### config.mk
export PLATFORM = sky130hd
export DESIGN_NAME = qdic_input_ctrl
export DESIGN_NICKNAME = d
export VERILOG_FILES = /design/src/qdic_pkg.sv /design/src/qdic_input_ctrl.sv /design/src/qdic_clk_div.sv /design/src/qdic_filter.sv
export SDC_FILE = /design/constraint.sdc
export NUM_CORES = 1
export LEC_CHECK = 0
export ABC_AREA = 1
export BUFFER_PORTS_ARGS = -buffer_cell sky130_fd_sc_hd__buf_4
export CORE_MARGIN = 2
export CORE_UTILIZATION = 35
export CTS_CLUSTER_DIAMETER = 60
export DETAILED_ROUTE_END_ITERATION = 8
export SYNTH_ARGS = -nofsm -noshare
export SYNTH_HDL_FRONTEND = slang
export SYNTH_HIERARCHICAL = 1
export SYNTH_SLANG_ARGS = --single-unit
### constraint.sdc
create_clock -name core_clk -period 3.9 [get_ports core_clk]
set_input_delay 0.585 -clock core_clk [delete_from_list [all_inputs] [get_ports core_clk]]
set_output_delay 0.585 -clock core_clk [all_outputs]
set_load 0.02 [all_outputs]
### src/qdic_pkg.sv
/*
 Package for the quadrature decoder input control block: register
 indices, field positions, reset values and mode encodings.
 Assumes a 16-bit register port addressed by register index.
*/
package qdic_pkg;
   localparam int DATA_W = 16;
   localparam int ADDR_W = 4;
   // Register indices on the plain register port
   localparam logic [3:0] REG_DEC_CTRL = 4'h0;
   localparam logic [3:0] REG_IO_CTRL = 4'h1;
   localparam logic [3:0] REG_POS_CNT = 4'h2;
   localparam logic [3:0] REG_LOWER_CMP = 4'h3;
   localparam logic [3:0] REG_UPPER_CMP = 4'h4;
   localparam logic [3:0] REG_CAPTURE = 4'h5;
   // Decoder control fields
   localparam int GATE_EN_BIT = 2;
   localparam int MODE_LSB = 0;
   // I/O control fields
   localparam int CAP_EN_BIT = 15;
   localparam int FLT_EN_BIT = 14;
   localparam int FDIV_LSB = 11;
   localparam int OUTFN_LSB = 9;
   localparam int SWAP_BIT = 8;
   localparam int REF_POL_BIT = 7;
   localparam int MRK_POL_BIT = 6;
   localparam int PHB_POL_BIT = 5;
   localparam int PHA_POL_BIT = 4;
   localparam int CTRL_LSB = 4;
   localparam logic [15:0] DEC_CTRL_RST = 16'h0000;
   localparam logic [11:0] IO_CTRL_RST = 12'h000;
   localparam logic [15:0] DEC_CTRL_MASK = 16'h0007;
   // Filter needs the same sampled level this many times in a row
   localparam int FLT_SAMPLES = 3;
   typedef enum logic [1:0] {
      MODE_QUAD = 2'b00, MODE_EXT_UPDN = 2'b01, MODE_EXT_GATE = 2'b10, MODE_TMR_GATE = 2'b11
   } qdic_mode_t;
   typedef enum logic [1:0] {
      OUT_OFF = 2'b00, OUT_GE_UPPER = 2'b01, OUT_BELOW_LOWER = 2'b10, OUT_OUTSIDE = 2'b11
   } qdic_outfn_t;
   typedef enum logic [3:0] {
      QS_00 = 4'b0001, QS_01 = 4'b0010, QS_11 = 4'b0100, QS_10 = 4'b1000
   } qdic_qstate_t;
endpackage

### src/qdic_input_ctrl.sv
/*
 Quadrature decoder input control: mode and gate selection, input
 filter, polarity and swap, index capture, position counter and the
 compare output pin. Assumes encoder inputs synchronous to core_clk
 and a register port with read data one cycle after the read strobe.
*/
// Notes on behaviour
// - Gate enable set: external gate controls counting; clear: gate ignored.
// - Mode 11 timer+gate, 10 ext clock+gate, 01 ext clock+dir, 00 quadrature.
// - Capture enable set: position captured on index rising edge; else none.
// - Filter enable filters all four inputs; clear bypasses them.
// - Filter divide code n selects sample rate 1:2**n, 1:1 to 1:128.
// - Output code 11: pin high when count below lower or above upper.
// - Output code 10: pin high when count below lower.
// - Output code 01: pin high when count at or above upper.
// - Output code 00: comparison never drives the pin.
// - Swap set exchanges phase A and B before decoding.
// - Reference polarity set inverts the reference input.
module qdic_input_ctrl import qdic_pkg::*; #(
   parameter int CNT_W = 16
) (
   input wire logic core_clk,
   input wire logic sys_rst,
   input wire logic [ADDR_W-1:0] regAddr,
   input wire logic [DATA_W-1:0] regWrData,
   input wire logic regWrEn,
   input wire logic regRdEn,
   output logic [DATA_W-1:0] regRdData,
   input wire logic phase_a_input,
   input wire logic phase_b_input,
   input wire logic marker_input,
   input wire logic reference_input,
   input wire logic gateInput,
   output logic compare_output_pin,
   output logic compareOutputEn,
   output logic captureEvent
);
   logic [DATA_W-1:0] decCtrl;
   logic [DATA_W-1:0] next_decCtrl;
   logic [11:0] ioCtrl;
   logic [11:0] next_ioCtrl;
   logic [CNT_W-1:0] position_counter;
   logic [CNT_W-1:0] next_position_counter;
   logic [CNT_W-1:0] lower_compare_value;
   logic [CNT_W-1:0] next_lower_compare_value;
   logic [CNT_W-1:0] upper_compare_value;
   logic [CNT_W-1:0] next_upper_compare_value;
   logic [CNT_W-1:0] capturePos;
   logic [CNT_W-1:0] next_capturePos;
   logic [DATA_W-1:0] next_regRdData;
   logic next_compare_output_pin;
   logic next_captureEvent;
   logic [3:0] rawIn;
   logic [3:0] fltIn;
   logic [3:0] selIn;
   logic [3:0] polIn;
   logic [3:0] prevIn;
   logic [3:0] next_prevIn;
   logic fltTick;
   logic external_gate_enable;
   logic [1:0] counter_mode_select;
   logic marker_capture_enable;
   logic input_filter_enable;
   logic [2:0] filter_clock_divide;
   logic [1:0] compare_output_function;
   logic swap_phase_inputs;
   logic phaseA;
   logic phaseB;
   logic markerIn;
   logic gateOpen;
   logic countUp;
   logic countDn;
   qdic_qstate_t quadState;
   qdic_qstate_t next_quadState;
   qdic_qstate_t seenState;

   assign external_gate_enable = decCtrl[GATE_EN_BIT];
   assign counter_mode_select = decCtrl[MODE_LSB +: 2];
   assign marker_capture_enable = ioCtrl[CAP_EN_BIT - CTRL_LSB];
   assign input_filter_enable = ioCtrl[FLT_EN_BIT - CTRL_LSB];
   assign filter_clock_divide = ioCtrl[FDIV_LSB - CTRL_LSB +: 3];
   assign compare_output_function = ioCtrl[OUTFN_LSB - CTRL_LSB +: 2];
   assign swap_phase_inputs = ioCtrl[SWAP_BIT - CTRL_LSB];

   // Bit order: reference, marker, phase B, phase A as in the status nibble
   assign rawIn = {reference_input, marker_input, phase_b_input, phase_a_input};

   qdic_clk_div u_div (
      .core_clk(core_clk),
      .sys_rst(sys_rst),
      .sel(filter_clock_divide),
      .tick(fltTick)
   );

   // Filter runs even while bypassed, so its levels are settled when enabled
   qdic_filter #(.N(4)) u_flt (
      .core_clk(core_clk),
      .sys_rst(sys_rst),
      .tick(fltTick),
      .din(rawIn),
      .dout(fltIn)
   );

   always_comb begin
      selIn = input_filter_enable ? fltIn : rawIn;
      // Polarity bits sit in the same order as the inputs
      polIn = selIn ^ ioCtrl[3:0];
      phaseA = swap_phase_inputs ? polIn[1] : polIn[0];
      phaseB = swap_phase_inputs ? polIn[0] : polIn[1];
      markerIn = polIn[2];
   end

   // Quadrature state from the conditioned phases
   always_comb begin
      case ({phaseB, phaseA})
         2'b00: seenState = QS_00;
         2'b01: seenState = QS_01;
         2'b11: seenState = QS_11;
         default: seenState = QS_10;
      endcase
   end

   always_comb begin
      gateOpen = 1'b1;
      if (external_gate_enable) begin
         gateOpen = gateInput;
      end
      countUp = 1'b0;
      countDn = 1'b0;
      next_quadState = seenState;
      case (counter_mode_select)
         MODE_QUAD: begin
            case (quadState)
               QS_00: begin
                  countUp = (seenState == QS_01);
                  countDn = (seenState == QS_10);
               end
               QS_01: begin
                  countUp = (seenState == QS_11);
                  countDn = (seenState == QS_00);
               end
               QS_11: begin
                  countUp = (seenState == QS_10);
                  countDn = (seenState == QS_01);
               end
               default: begin
                  countUp = (seenState == QS_00);
                  countDn = (seenState == QS_11);
               end
            endcase
         end
         MODE_EXT_UPDN: begin
            // Phase A rising edges are the clock, phase B the direction
            countUp = phaseA & ~prevIn[0] & phaseB;
            countDn = phaseA & ~prevIn[0] & ~phaseB;
         end
         MODE_EXT_GATE: begin
            // Only rising edges of phase A count, always upwards
            countUp = phaseA & ~prevIn[0];
         end
         default: begin
            countUp = 1'b1;
         end
      endcase
      if (!gateOpen) begin
         countUp = 1'b0;
         countDn = 1'b0;
      end
      next_prevIn = {polIn[3], markerIn, phaseB, phaseA};
      // A software write to the counter wins over a count in the same cycle
      next_position_counter = position_counter;
      if (regWrEn && regAddr == REG_POS_CNT) begin
         next_position_counter = regWrData[CNT_W-1:0];
      end else if (countUp) begin
         next_position_counter = position_counter + CNT_W'(1);
      end else if (countDn) begin
         next_position_counter = position_counter - CNT_W'(1);
      end
   end

   always_ff @(posedge core_clk or posedge sys_rst) begin
      if (sys_rst) begin
         position_counter <= '0;
         prevIn <= 4'h0;
         quadState <= QS_00;
      end else begin
         position_counter <= next_position_counter;
         prevIn <= next_prevIn;
         quadState <= next_quadState;
      end
   end

   // Captures the count as it stood before this edge, so a step landing in
   // the same cycle as the marker edge is not part of the captured value
   always_comb begin
      next_captureEvent = marker_capture_enable & markerIn & ~prevIn[2];
      next_capturePos = capturePos;
      if (next_captureEvent) begin
         next_capturePos = position_counter;
      end
   end

   always_ff @(posedge core_clk or posedge sys_rst) begin
      if (sys_rst) begin
         capturePos <= '0;
         captureEvent <= 1'b0;
      end else begin
         capturePos <= next_capturePos;
         captureEvent <= next_captureEvent;
      end
   end

   // Unsigned compare; the pin lags the counter by one cycle
   always_comb begin
      case (compare_output_function)
         OUT_OUTSIDE: begin
            next_compare_output_pin = (position_counter < lower_compare_value)
               || (position_counter > upper_compare_value);
         end
         OUT_BELOW_LOWER: begin
            next_compare_output_pin = (position_counter < lower_compare_value);
         end
         OUT_GE_UPPER: begin
            next_compare_output_pin = (position_counter >= upper_compare_value);
         end
         default: begin
            next_compare_output_pin = 1'b0;
         end
      endcase
   end

   always_ff @(posedge core_clk or posedge sys_rst) begin
      if (sys_rst) begin
         compare_output_pin <= 1'b0;
      end else begin
         compare_output_pin <= next_compare_output_pin;
      end
   end

   // Pin is released while the output function is off
   assign compareOutputEn = (compare_output_function != OUT_OFF);

   // Register writes; the counter itself is written in the counter group
   always_comb begin
      next_decCtrl = decCtrl;
      next_ioCtrl = ioCtrl;
      next_lower_compare_value = lower_compare_value;
      next_upper_compare_value = upper_compare_value;
      if (regWrEn) begin
         if (regAddr == REG_DEC_CTRL) begin
            next_decCtrl = regWrData & DEC_CTRL_MASK;
         end else if (regAddr == REG_IO_CTRL) begin
            // Status nibble is read-only, so only the upper twelve bits are kept
            next_ioCtrl = regWrData[15:CTRL_LSB];
         end else if (regAddr == REG_LOWER_CMP) begin
            next_lower_compare_value = regWrData[CNT_W-1:0];
         end else if (regAddr == REG_UPPER_CMP) begin
            next_upper_compare_value = regWrData[CNT_W-1:0];
         end
      end
   end

   always_ff @(posedge core_clk or posedge sys_rst) begin
      if (sys_rst) begin
         decCtrl <= DEC_CTRL_RST;
         ioCtrl <= IO_CTRL_RST;
         lower_compare_value <= '0;
         upper_compare_value <= '0;
      end else begin
         decCtrl <= next_decCtrl;
         ioCtrl <= next_ioCtrl;
         lower_compare_value <= next_lower_compare_value;
         upper_compare_value <= next_upper_compare_value;
      end
   end

   // Reads answer one cycle later and return zero when idle or unmapped
   always_comb begin
      next_regRdData = '0;
      if (regRdEn) begin
         if (regAddr == REG_DEC_CTRL) begin
            next_regRdData = decCtrl;
         end else if (regAddr == REG_IO_CTRL) begin
            // Status shows levels after filter and polarity, before the swap
            next_regRdData = {ioCtrl, polIn};
         end else if (regAddr == REG_POS_CNT) begin
            next_regRdData = position_counter;
         end else if (regAddr == REG_LOWER_CMP) begin
            next_regRdData = lower_compare_value;
         end else if (regAddr == REG_UPPER_CMP) begin
            next_regRdData = upper_compare_value;
         end else if (regAddr == REG_CAPTURE) begin
            next_regRdData = capturePos;
         end
      end
   end

   always_ff @(posedge core_clk or posedge sys_rst) begin
      if (sys_rst) begin
         regRdData <= '0;
      end else begin
         regRdData <= next_regRdData;
      end
   end
endmodule // qdic_input_ctrl

### src/qdic_clk_div.sv
/*
 Filter sample enable divider: one-cycle pulse every 2**sel clocks.
 Assumes one clock; sel may change at any time.
*/
module qdic_clk_div import qdic_pkg::*; (
   input wire logic core_clk,
   input wire logic sys_rst,
   input wire logic [2:0] sel,
   output logic tick
);
   logic [6:0] cnt;
   logic [6:0] next_cnt;
   logic [6:0] lim;
   always_comb begin
      lim = 7'((8'h01 << sel) - 8'h01);
      next_cnt = (cnt >= lim) ? 7'h00 : cnt + 7'h01;
      tick = (cnt >= lim);
   end
   always_ff @(posedge core_clk or posedge sys_rst) begin
      if (sys_rst) cnt <= 7'h00;
      else cnt <= next_cnt;
   end
endmodule // qdic_clk_div

### src/qdic_filter.sv
/*
 Digital input filter for the four encoder inputs: a level is accepted
 after FLT_SAMPLES equal samples taken on the sample enable.
 Assumes inputs synchronous to core_clk.
*/
module qdic_filter import qdic_pkg::*; #(
   parameter int N = 4
) (
   input wire logic core_clk,
   input wire logic sys_rst,
   input wire logic tick,
   input wire logic [N-1:0] din,
   output logic [N-1:0] dout
);
   genvar i;
   generate
      for (i = 0; i < N; i++) begin : g_ch
         logic [1:0] cnt;
         logic [1:0] next_cnt;
         logic lvl;
         logic next_lvl;
         always_comb begin
            next_cnt = cnt;
            next_lvl = lvl;
            if (tick) begin
               if (din[i] == lvl) next_cnt = 2'h0;
               else if (cnt == 2'(FLT_SAMPLES - 1)) begin
                  next_cnt = 2'h0;
                  next_lvl = din[i];
               end else next_cnt = cnt + 2'h1;
            end
         end
         always_ff @(posedge core_clk or posedge sys_rst) begin
            if (sys_rst) begin
               cnt <= 2'h0;
               lvl <= 1'b0;
            end else begin
               cnt <= next_cnt;
               lvl <= next_lvl;
            end
         end
         assign dout[i] = lvl;
      end
   endgenerate
endmodule // qdic_filter

==> flow_metrics.py, run 1 <==
metrics = {
    "die": {
        "dieHeight_um": 150.4,
        "initial_core_util_pct": 35.71,
        "core_um2": 21020,
        "die_area_um2": 22630,
        "row_count": 53,
        "die_width_um": 150.4,
        "ioPinCount": 48,
    },
    "routing": {
        "wirelength_um": 19720,
        "vias": 6561,
        "drc": 0,
        "drtPass1Iterations": 5,
        "drt_iter0_drc": 328,
        "viasPerCell": 5.001,
        "drtAntennaViolNets": 0,
        "routedWlPerCell_um": 15.03,
    },
    "clock_network": {
        "tritoncts": "built",
        "clk_pin_slew_ns": 0.06,
        "cts_hold_buf": 0,
        "cts.path.max_buffers": 2,
        "htree_levels": 4,
        "ctsRootBufferMaster": "clkbuf_16",
        "cts.sinks": 122,
        "cts_buffers": 17,
        "clock_latency_ns": 0.42,
    },
    "place": {
        "detailed_place.area_um2": 8098,
        "hpwl_um": 14610,
        "pre_cts_ws_ns": 0.3192,
        "place_congestion": 0.8728,
        "port_buffers": 47,
    },
    "worst_setup_path": {
        "endpoint_kind": "flip-flop",
        "critPathLaunch": "ioCtrl[10]$_DFFE_PP0P_",
        "crit_top_cell": "nand2_1",
        "path_class": "reg2reg",
        "critPathRequiredTime_ns": 4.18,
        "r2r_end": "position_counter[13]$_DFFE_PP0P_",
        "endpoint": "position_counter[13]$_DFFE_PP0P_",
        "regToRegStartpoint": "ioCtrl[10]$_DFFE_PP0P_",
        "crit_path_start_kind": "flip-flop",
        "path_cells": "inv_4, nand2_2, nand3_2, nand2_2, nand2_1, nand2_2, nand3_1, nand3_1, nand2_1, nand2_2, nand2_4, ha_1, nand2_1, o21ai_1, nand2_1, nand2_1, a21boi_1, o21ai_0, nand2_1, nand3_1, nand3_1, nand3_1, o21ai_1",
        "worstPathMaxFanout": 20,
        "r2r_slack_ns": 0.42,
        "rr_worst_depth": 23,
        "crit_path_max_incr_delay_ns": 0.49,
        "cp_slowest_cell": "dfrtp_2",
        "cp_data_arrival_time_ns": 3.76,
    },
    "logic_synthesis": {
        "ys_ff_latch": 122,
        "synth_edf_count": 0,
        "postSynth.asyncResetShare_pct": 100.0,
        "synth.most_common_cell": "nand2_1",
        "synth_area_per_cell_um2": 7.628,
        "synth_flop_cell": "dfrtp_1",
        "yosysWarnings": 6,
        "synth_area_leaders": "dfrtp_1 40%, nand2_1 13%, ha_1 9.2%",
        "yosysTopAreaCellShare_pct": 40.34,
        "synth_top_area_cell": "dfrtp_1",
        "ys_seq_area_share_pct": 40.69,
        "ys_types": 41,
        "syn_inst": 984,
        "synthTopCellsByCount": "259 x nand2_1, 145 x inv_1, 121 x dfrtp_1, 76 x o21ai_0, 66 x a21oi_1",
        "syn_nets": 1069,
        "synth_area_um2": 7506,
    },
    "power_and_ir_drop": {
        "switchingPower_uw": 3130,
        "power_density_nw_per_um2": 833.4,
        "seqPwrFrac_pct": 28.1,
        "swShare_pct": 43.15,
        "peakVddDrop_mv": 0.3647,
        "leakage_uw": 0.004388,
        "p_int_uw": 4123,
        "clkPwrFrac_pct": 22.3,
        "power_frac_comb_pct": 49.6,
    },
    "layout": {
        "area_growth_syn_to_layout_pct": 15.94,
        "final_layout_size_suffix_gt1_share_pct": 11.67,
        "fillers": 2145,
        "final_area_um2": 8702,
        "fin_util_pct": 41.40,
        "layout.nets": 1111,
        "diodes": 0,
    },
    "job": {
        "maxCapViolations": 0,
    },
    "timing": {
        "drv_slew": 0,
        "post-route-min-period_ns": 3.476,
        "hold_slack_ns": 0.1329,
        "period_share_pct": 89.13,
        "setup_viol": 0,
        "finalSetupTns_ns": 0,
        "rsz0062_at_grt": "false",
        "skew_ns": 0.01010,
        "tightest_slew_ns": 1.083,
        "hold_violations": 0,
        "setup_slack_ns": 0.4239,
        "slew_headroom_pct": 27.63,
        "fmax_mhz": 287.7,
    },
    "worst_hold_path": {
        "hp-class": "in2async",
    },
    "status": {
        "status": "finished, final reports clean",
    },
    "global_routing": {
        "grt_pass1_vias": 6380,
        "grt_pass1_wl_um": 33090,
        "track_usage_pct": 18.81,
        "grt_max_degree": 61,
        "antenna_found_initial": 0,
        "overflow": 0,
    },
}
-- logic make-up (layout without fill, tap and decap cells) --
logic type / after synthesis / after routing / synth area share (%)
flops: 122 / 122 / 40.69
compound gates: 220 / 220 / 16.79
fa+ha+maj: 56 / 56 / 9.435
xor+xnor: 7 / 7 / 0.8168
buf+inv: 182 / 235 / 9.885
mux: 2 / 2 / 0.2667
simple gates: 395 / 395 / 22.12
-- layout by cell type, fill, tap and decap left out, types with 3 or more instances in the layout --
| cell type | count |
|---|---|
| buf_4 | 56 |
| clkbuf_8 | 4 |
| dfrtp_1 | 120 |
| ha_1 | 55 |
| a211oi_1 | 10 |
| nor2_2 | 8 |
| nand3_1 | 48 |
| clkbuf_16 | 17 |
| or2_2 | 4 |
| a21oi_1 | 66 |
| bufinv_16 | 3 |
| xnor2_1 | 5 |
| o21ai_1 | 16 |
| inv_2 | 3 |
| a221oi_1 | 3 |
| nor2_1 | 44 |
| nand2_2 | 8 |
| o21a_1 | 15 |
| a31oi_1 | 5 |
| o21ai_2 | 3 |
| nand3_2 | 3 |
| nor3_1 | 9 |
| inv_1 | 144 |
| o211ai_1 | 19 |
| nand2_1 | 259 |
| nand4_1 | 9 |
| o21ai_0 | 76 |
-- per-layer routing --
layer	vias up	track usage [%]	wire length [um]	part of all wire, %
met5	-	0	0	0
li1	3295	-	-	-
met4	0	5.094	378	1.9
met1	3084	25.79	9399	48
met2	150	29.50	9012	46
met3	32	4.788	929	4.7
-- repair_timing --
item | 4_1_cts | 5_1_grt
setup buffers | 0 | 0
resized for setup | 0 | 1
setup endpoints to repair | 0 | 2
-- power groups by stage --
stage	combinational (uW)	clock, uW	sequential, uW
floorplan	2920	0	1960
global placement	3510	0	2050
detailed placement	3560	0	2050
CTS	3590	1650	2040
global route	4210	1710	2090
finish	3590	1620	2040
-- stage by stage --
step,cells,power [uW]
3_5_place_dp,1282,5612
2_1_floorplan,984,4880
6_report,1312,7253
3_3_place_gp,1282,5554
5_1_grt,1312,8013
4_1_cts,1312,7280
-- state kept, by name, indices dropped and copies added (netlist names), 2 cells and up --
register	count
upper_compare_value	16
lower_compare_value	16
u_div/cnt	7
prevIn	2
position_counter	16
quadState	4
u_flt/g_ch.cnt	8
ioCtrl	12
u_flt/g_ch.lvl	4
regRdData	16
capturePos	16
decCtrl	3
-- worst min-delay path by stage --
stage / slack, ns / cells after the start / start / to
after floorplan: 0.39 / 1 / sys_rst / u_div/cnt[0]$_DFF_PP0_
after global placement: 0.47 / 2 / upper_compare_value[9]$_DFFE_PP0P_ / upper_compare_value[9]$_DFFE_PP0P_
after detailed placement: 0.47 / 2 / upper_compare_value[4]$_DFFE_PP0P_ / upper_compare_value[4]$_DFFE_PP0P_
after CTS: 0.13 / 2 / sys_rst / u_div/cnt[1]$_DFF_PP0_
after global routing: 0.15 / 2 / sys_rst / u_div/cnt[1]$_DFF_PP0_
final: 0.13 / 2 / sys_rst / u_div/cnt[1]$_DFF_PP0_
-- worst max-delay path: cells and delay by family, from the launching register on --
family	cells	cell delay (ns)
adders and majority gates	1	0.41
AOI/OAI and AO/OA	4	0.77
DFF	1	0.49
and+or+nand+nor	17	1.58
buffers and inverters	1	0.08
-- area by class of cell --
type	count	area [um^2]	area share, %
multi-input combinational	680	3715	42.69
sequential	122	3055	35.11
inverter	149	564.3	6.485
clock buffer	23	488.0	5.607
timing repair buffer	56	420.4	4.831
tap	275	344.1	3.954
clock inverter	7	115.1	1.323
No activity file was read; power rests on OpenSTA's default activity.
==> run 2, diff against run 1 <==
- clock period: 3.9 -> 3.48 ns (I/O delays scaled with it)
==> run 2 against run 1 <==
Compared with the run above: count of clock-buffer cells in the layout is 2 lower; sequential share of layout area decreased by 0.52 points; first-iteration DRC count grew 30%; sequential cell count did not move; clock power up 14%; worst setup slack got worse by 0.19 ns; register-to-register slack got worse by 0.19 ns; wire length up 1.7%; die area is the same; clock skew down 0.0035 ns; largest power group unchanged; highest routed layer unchanged.
==> flow_metrics.py, run 2 (synthesized netlist as in run 1, its figures left out) <==
metrics = {
    "timing": {
        "finalSetupTns_ns": 0,
        "fmax_mhz": 307.7,
        "period_share_pct": 93.39,
        "skew_ns": 0.006558,
        "post-route-min-period_ns": 3.250,
        "tightest_slew_ns": 1.104,
        "setup_viol": 0,
        "drv_slew": 0,
        "hold_slack_ns": 0.06344,
        "hold_violations": 0,
        "slew_headroom_pct": 26.24,
    },
    "clock_network": {
        "htree_levels": 4,
        "clock_latency_ns": 0.42,
        "tritoncts": "built",
        "cts_buffers": 17,
        "clk_pin_slew_ns": 0.06,
        "cts_hold_buf": 0,
        "cts.sinks": 122,
        "ctsRootBufferMaster": "clkbuf_16",
        "cts.path.max_buffers": 2,
    },
    "layout": {
        "fin_util_pct": 42.02,
        "final_layout_size_suffix_gt1_share_pct": 13.12,
        "diodes": 0,
        "layout_common_cells": "259 x nand2_1, 144 x inv_1, 120 x dfrtp_1",
        "area_growth_syn_to_layout_pct": 17.67,
        "final_common_cell": "nand2_1",
        "layout.nets": 1116,
    },
    "die": {
        "die_width_um": 150.4,
        "dieHeight_um": 150.4,
        "row_count": 53,
        "core_um2": 21020,
        "initial_core_util_pct": 35.71,
        "ioPinCount": 48,
        "die_area_um2": 22630,
    },
    "routing": {
        "drc": 0,
        "vias": 6615,
        "drtPass1Iterations": 5,
        "drt_iter0_drc": 428,
        "routedWlPerCell_um": 15.21,
        "viasPerCell": 5.015,
        "drtAntennaViolNets": 0,
        "wirelength_um": 20060,
    },
    "global_routing": {
        "grt_pass1_vias": 6427,
        "grt_max_degree": 60,
        "antenna_found_initial": 0,
        "track_usage_pct": 18.56,
        "grt_pass1_wl_um": 32780,
        "overflow": 0,
    },
    "status": {
        "status": "finished, final reports clean",
    },
    "worst_setup_path": {
        "regToRegStartpoint": "ioCtrl[10]$_DFFE_PP0P_",
        "critPathLaunch": "ioCtrl[10]$_DFFE_PP0P_",
        "worstPathMaxFanout": 14,
        "crit_path_start_kind": "flip-flop",
        "critPathRequiredTime_ns": 3.76,
        "path_class": "reg2reg",
        "cp_data_arrival_time_ns": 3.53,
        "r2r_slack_ns": 0.23,
        "r2r_end": "position_counter[12]$_DFFE_PP0P_",
        "endpoint": "position_counter[12]$_DFFE_PP0P_",
        "rr_worst_depth": 20,
        "endpoint_kind": "flip-flop",
    },
    "place": {
        "place_congestion": 0.8381,
        "hpwl_um": 14660,
        "port_buffers": 47,
    },
    "worst_hold_path": {
        "hp-class": "in2async",
    },
    "power_and_ir_drop": {
        "peakVddDrop_mv": 0.4529,
        "leakage_uw": 0.004426,
        "power_density_nw_per_um2": 946.4,
    },
    "job": {
        "maxCapViolations": 0,
    },
}
==> run 2: changes by cell type in the layout (fill, tap and decap cells not counted), sizes merged <==
cell	delta
clkbuf	-2
inv	+1
clkinv	+3
buf	+5
==> run 2: stage by stage <==
step | instances | setup slack (ns) | power, uW | area, um^2
final | 1319 | 0.2300 | 8359 | 8832
after global routing | 1319 | -0.001839 | 9159 | 8832
after CTS | 1317 | 0.1023 | 8221 | 8746
after detailed placement | 1285 | 0.1104 | 6322 | 8133
after global placement | 1285 | 0.1706 | 6262 | 8133
after floorplan | 984 | 0.2558 | 5469 | 7506
==> run 2: final cells by class <==
| cell class | count | area (um^2) |
|---|---|---|
| multi-input combinational | 680 | 3785 |
| clock inverter | 11 | 142.6 |
| timing repair buffer | 61 | 470.5 |
| inverter | 149 | 564.3 |
| clock buffer | 21 | 470.5 |
| fill | 2134 | 12190 |
| sequential | 122 | 3055 |
| tap | 275 | 344.1 |
==> run 2: timing repair <==
| item | CTS | global route |
|---|---|---|
| gates resized for setup | 0 | 14 |
| setup buffers | 0 | 2 |
| setup endpoints to repair | 0 | 8 |
==> run 2: worst min-delay path by stage <==
stage | from | end | slack, ns | cells past startpoint
after global routing | sys_rst | u_div/cnt[1]$_DFF_PP0_ | 0.08 | 2
after global placement | upper_compare_value[8]$_DFFE_PP0P_ | upper_compare_value[8]$_DFFE_PP0P_ | 0.47 | 2
after floorplan | sys_rst | u_div/cnt[0]$_DFF_PP0_ | 0.33 | 1
after detailed placement | upper_compare_value[6]$_DFFE_PP0P_ | upper_compare_value[6]$_DFFE_PP0P_ | 0.47 | 2
final | sys_rst | u_div/cnt[1]$_DFF_PP0_ | 0.06 | 2
after CTS | sys_rst | u_div/cnt[1]$_DFF_PP0_ | 0.06 | 2
==> run 2: routing by layer <==
metal	vias up	part of all wire [%]	global-route usage, %
met5	-	0	0
met4	0	1.6	6.274
met3	26	3.8	3.758
met2	144	47	29.70
met1	3133	48	25.06
li1	3312	-	-
==> run 2: power breakdown <==
group	total [uW]	internal (uW)	switching, uW
Combinational	4210	1680	2530
Clock	1850	1180	671
Sequential	2300	1880	424
Total	8360	4740	3620
==> run 2: critical path, stage by stage, from the launching register on <==
cell and delay [ns]:
dfrtp_2 0.48, inv_4 0.11, nand2_1 0.07, nand3_1 0.10, nand2_1 0.12, nor2_2 0.16
nor2_1 0.06, nor2_1 0.08, nand2_1 0.09, nand2_4 0.12, nand2_8 0.12, buf_4 0.20
ha_1 0.33, a21oi_1 0.18, o21a_1 0.14, nand3_1 0.15, or2_2 0.30, nand3_1 0.07
o21ai_0 0.08, nand2_1 0.07, o21ai_1 0.08
==> run 3, diff against run 2 <==
- RECOVER_POWER: default -> 25
==> run 3 against run 2 <==
Compared with the run above: the flow now finishes with violations (max-capacitance violations, max-slew violations); final cell count unchanged; first-iteration DRC count down 0.47%; via count barely moved; worst hold slack worse by 0.021 ns; clock skew hardly changed; sequential share of layout area is essentially flat; wire length barely moved; register-to-register slack is essentially flat; highest routed layer unchanged.
==> flow_metrics.py, run 3 (synthesized netlist as in run 1, its figures left out) <==
metrics = {
    "place": {
        "hpwl_um": 14660,
        "pre_cts_ws_ns": 0.1104,
        "port_buffers": 47,
        "place_congestion": 0.8381,
        "detailed_place.area_um2": 8133,
    },
    "routing": {
        "viasPerCell": 5.017,
        "routedWlPerCell_um": 15.20,
        "wirelength_um": 20050,
        "drtAntennaViolNets": 0,
        "drt_iter0_drc": 426,
        "drtPass1Iterations": 5,
        "vias": 6617,
        "drc": 0,
    },
    "die": {
        "ioPinCount": 48,
        "initial_core_util_pct": 35.71,
        "die_area_um2": 22630,
        "die_width_um": 150.4,
        "dieHeight_um": 150.4,
        "row_count": 53,
        "core_um2": 21020,
    },
    "layout": {
        "final_area_um2": 8826,
        "layout_common_cells": "259 x nand2_1, 145 x inv_1, 120 x dfrtp_1",
        "final_common_cell": "nand2_1",
        "layout.nets": 1116,
        "area_growth_syn_to_layout_pct": 17.59,
        "fillers": 2134,
        "final_layout_size_suffix_gt1_share_pct": 12.93,
        "diodes": 0,
    },
    "power_and_ir_drop": {
        "swShare_pct": 43.30,
        "clkPwrFrac_pct": 22.2,
        "switchingPower_uw": 3619,
        "power_density_nw_per_um2": 947.0,
        "power_frac_comb_pct": 50.3,
        "peakVddDrop_mv": 0.4528,
        "seqPwrFrac_pct": 27.5,
        "leakage_uw": 0.004424,
        "p_int_uw": 4739,
    },
    "clock_network": {
        "cts_buffers": 17,
        "cts.path.max_buffers": 2,
        "cts.sinks": 122,
        "ctsRootBufferMaster": "clkbuf_16",
        "cts_hold_buf": 0,
        "clk_pin_slew_ns": 0.06,
        "tritoncts": "built",
        "htree_levels": 4,
        "clock_latency_ns": 0.42,
    },
    "global_routing": {
        "grt_pass1_vias": 6427,
        "grt_pass1_wl_um": 32780,
        "grt_max_degree": 60,
        "track_usage_pct": 18.56,
        "antenna_found_initial": 0,
        "overflow": 0,
    },
    "job": {
        "maxCapViolations": 1,
    },
    "worst_setup_path": {
        "path_class": "reg2reg",
        "crit_path_max_incr_delay_ns": 0.48,
        "crit_top_cell": "nand2_1",
        "critPathRequiredTime_ns": 3.76,
        "worstPathMaxFanout": 14,
        "crit_path_start_kind": "flip-flop",
        "endpoint_kind": "flip-flop",
        "cp_data_arrival_time_ns": 3.53,
        "cp_slowest_cell": "dfrtp_2",
        "path_cells": "inv_4, nand2_1, nand3_1, nand2_1, nor2_2, nor2_1, nor2_1, nand2_1, nand2_4, nand2_8, buf_4, ha_1, a21oi_1, o21a_1, nand3_1, or2_2, nand3_1, o21ai_0, nand2_1, o21ai_1",
    },
    "timing": {
        "skew_ns": 0.006546,
        "post-route-min-period_ns": 3.246,
        "drv_slew": 59,
        "period_share_pct": 93.27,
        "hold_violations": 0,
        "hold_slack_ns": 0.04265,
        "tightest_slew_ns": 2.291,
        "finalSetupTns_ns": 0,
        "setup_slack_ns": 0.2343,
        "fmax_mhz": 308.1,
        "setup_viol": 0,
        "slew_headroom_pct": -52.88,
    },
    "status": {
        "violations": "max-capacitance violations, max-slew violations",
        "status": "complete, but fails checks",
    },
    "worst_hold_path": {
        "hp-class": "in2async",
    },
}
==> run 3: cell count changes in the layout (fill, tap and decap cells not counted), sizes merged <==
cell / delta
clkbuf: +1
buf: -1
==> run 3: cell type report <==
cell class	instances	area, um^2	area share (%)
clock buffer	21	470.5	5.330
clock inverter	11	142.6	1.616
inverter	149	561.8	6.365
multi-input combinational	680	3785	42.88
sequential	122	3055	34.62
tap	275	344.1	3.898
timing repair buffer	61	466.7	5.288
==> run 3: final timing paths <==
check / start / to / slack (ns) / cells after the start
setup / recovery: ioCtrl[10]$_DFFE_PP0P_ / position_counter[12]$_DFFE_PP0P_ / 0.23 / 20
hold / removal: sys_rst / u_div/cnt[1]$_DFF_PP0_ / 0.04 / 2
setup reg to reg: ioCtrl[10]$_DFFE_PP0P_ / position_counter[12]$_DFFE_PP0P_ / 0.23 / 20
hold reg to reg: upper_compare_value[5]$_DFFE_PP0P_ / upper_compare_value[5]$_DFFE_PP0P_ / 0.49 / 2
max in group asynchronous: sys_rst / ioCtrl[10]$_DFFE_PP0P_ / 1.10 / 2
min in group core_clk: regRdEn / regRdData[0]$_DFF_PP0_ / 0.37 / 3
==> run 3: repair_timing <==
item / 4_1_cts / 5_1_grt
endpoints found under the setup margin: 0 / 8
setup buffers: 0 / 2
gates resized for setup: 0 / 14
==> run 3: routing by layer <==
metal / vias to the layer above / routed length [um] / track usage (%)
li1: 3312 / - / -
met1: 3130 / 9538 / 25.06
met2: 146 / 9410 / 29.70
met3: 29 / 755 / 3.758
met4: 0 / 345 / 6.274
met5: - / 0 / 0
==> run 3: power by group through the flow <==
stage          Sequential, uW  Combinational [uW]  Clock (uW)
4_1_cts                  2290                4050        1880
2_1_floorplan            2190                3280           0
3_5_place_dp             2300                4020           0
3_3_place_gp             2310                3960           0
5_1_grt                  2360                4860        1940
6_report                 2300                4200        1850
==> run 3: metrics by stage <==
stage / total power [uW] / utilization [%] / cells
after CTS: 8221 / 41.60 / 1317
after floorplan: 5469 / - / 984
after global routing: 9158 / 41.99 / 1319
after detailed placement: 6322 / 38.69 / 1285
final: 8358 / 41.99 / 1319
after global placement: 6262 / 38.69 / 1285
==> run 3: worst max-delay path: cells and delay by family, from the launching register on <==
family,cells,cell delay [ns]
AOI/OAI and AO/OA,4,0.48
buffers and inverters,2,0.31
adders and majority gates,1,0.33
and+or+nand+nor,13,1.50
DFF,1,0.48
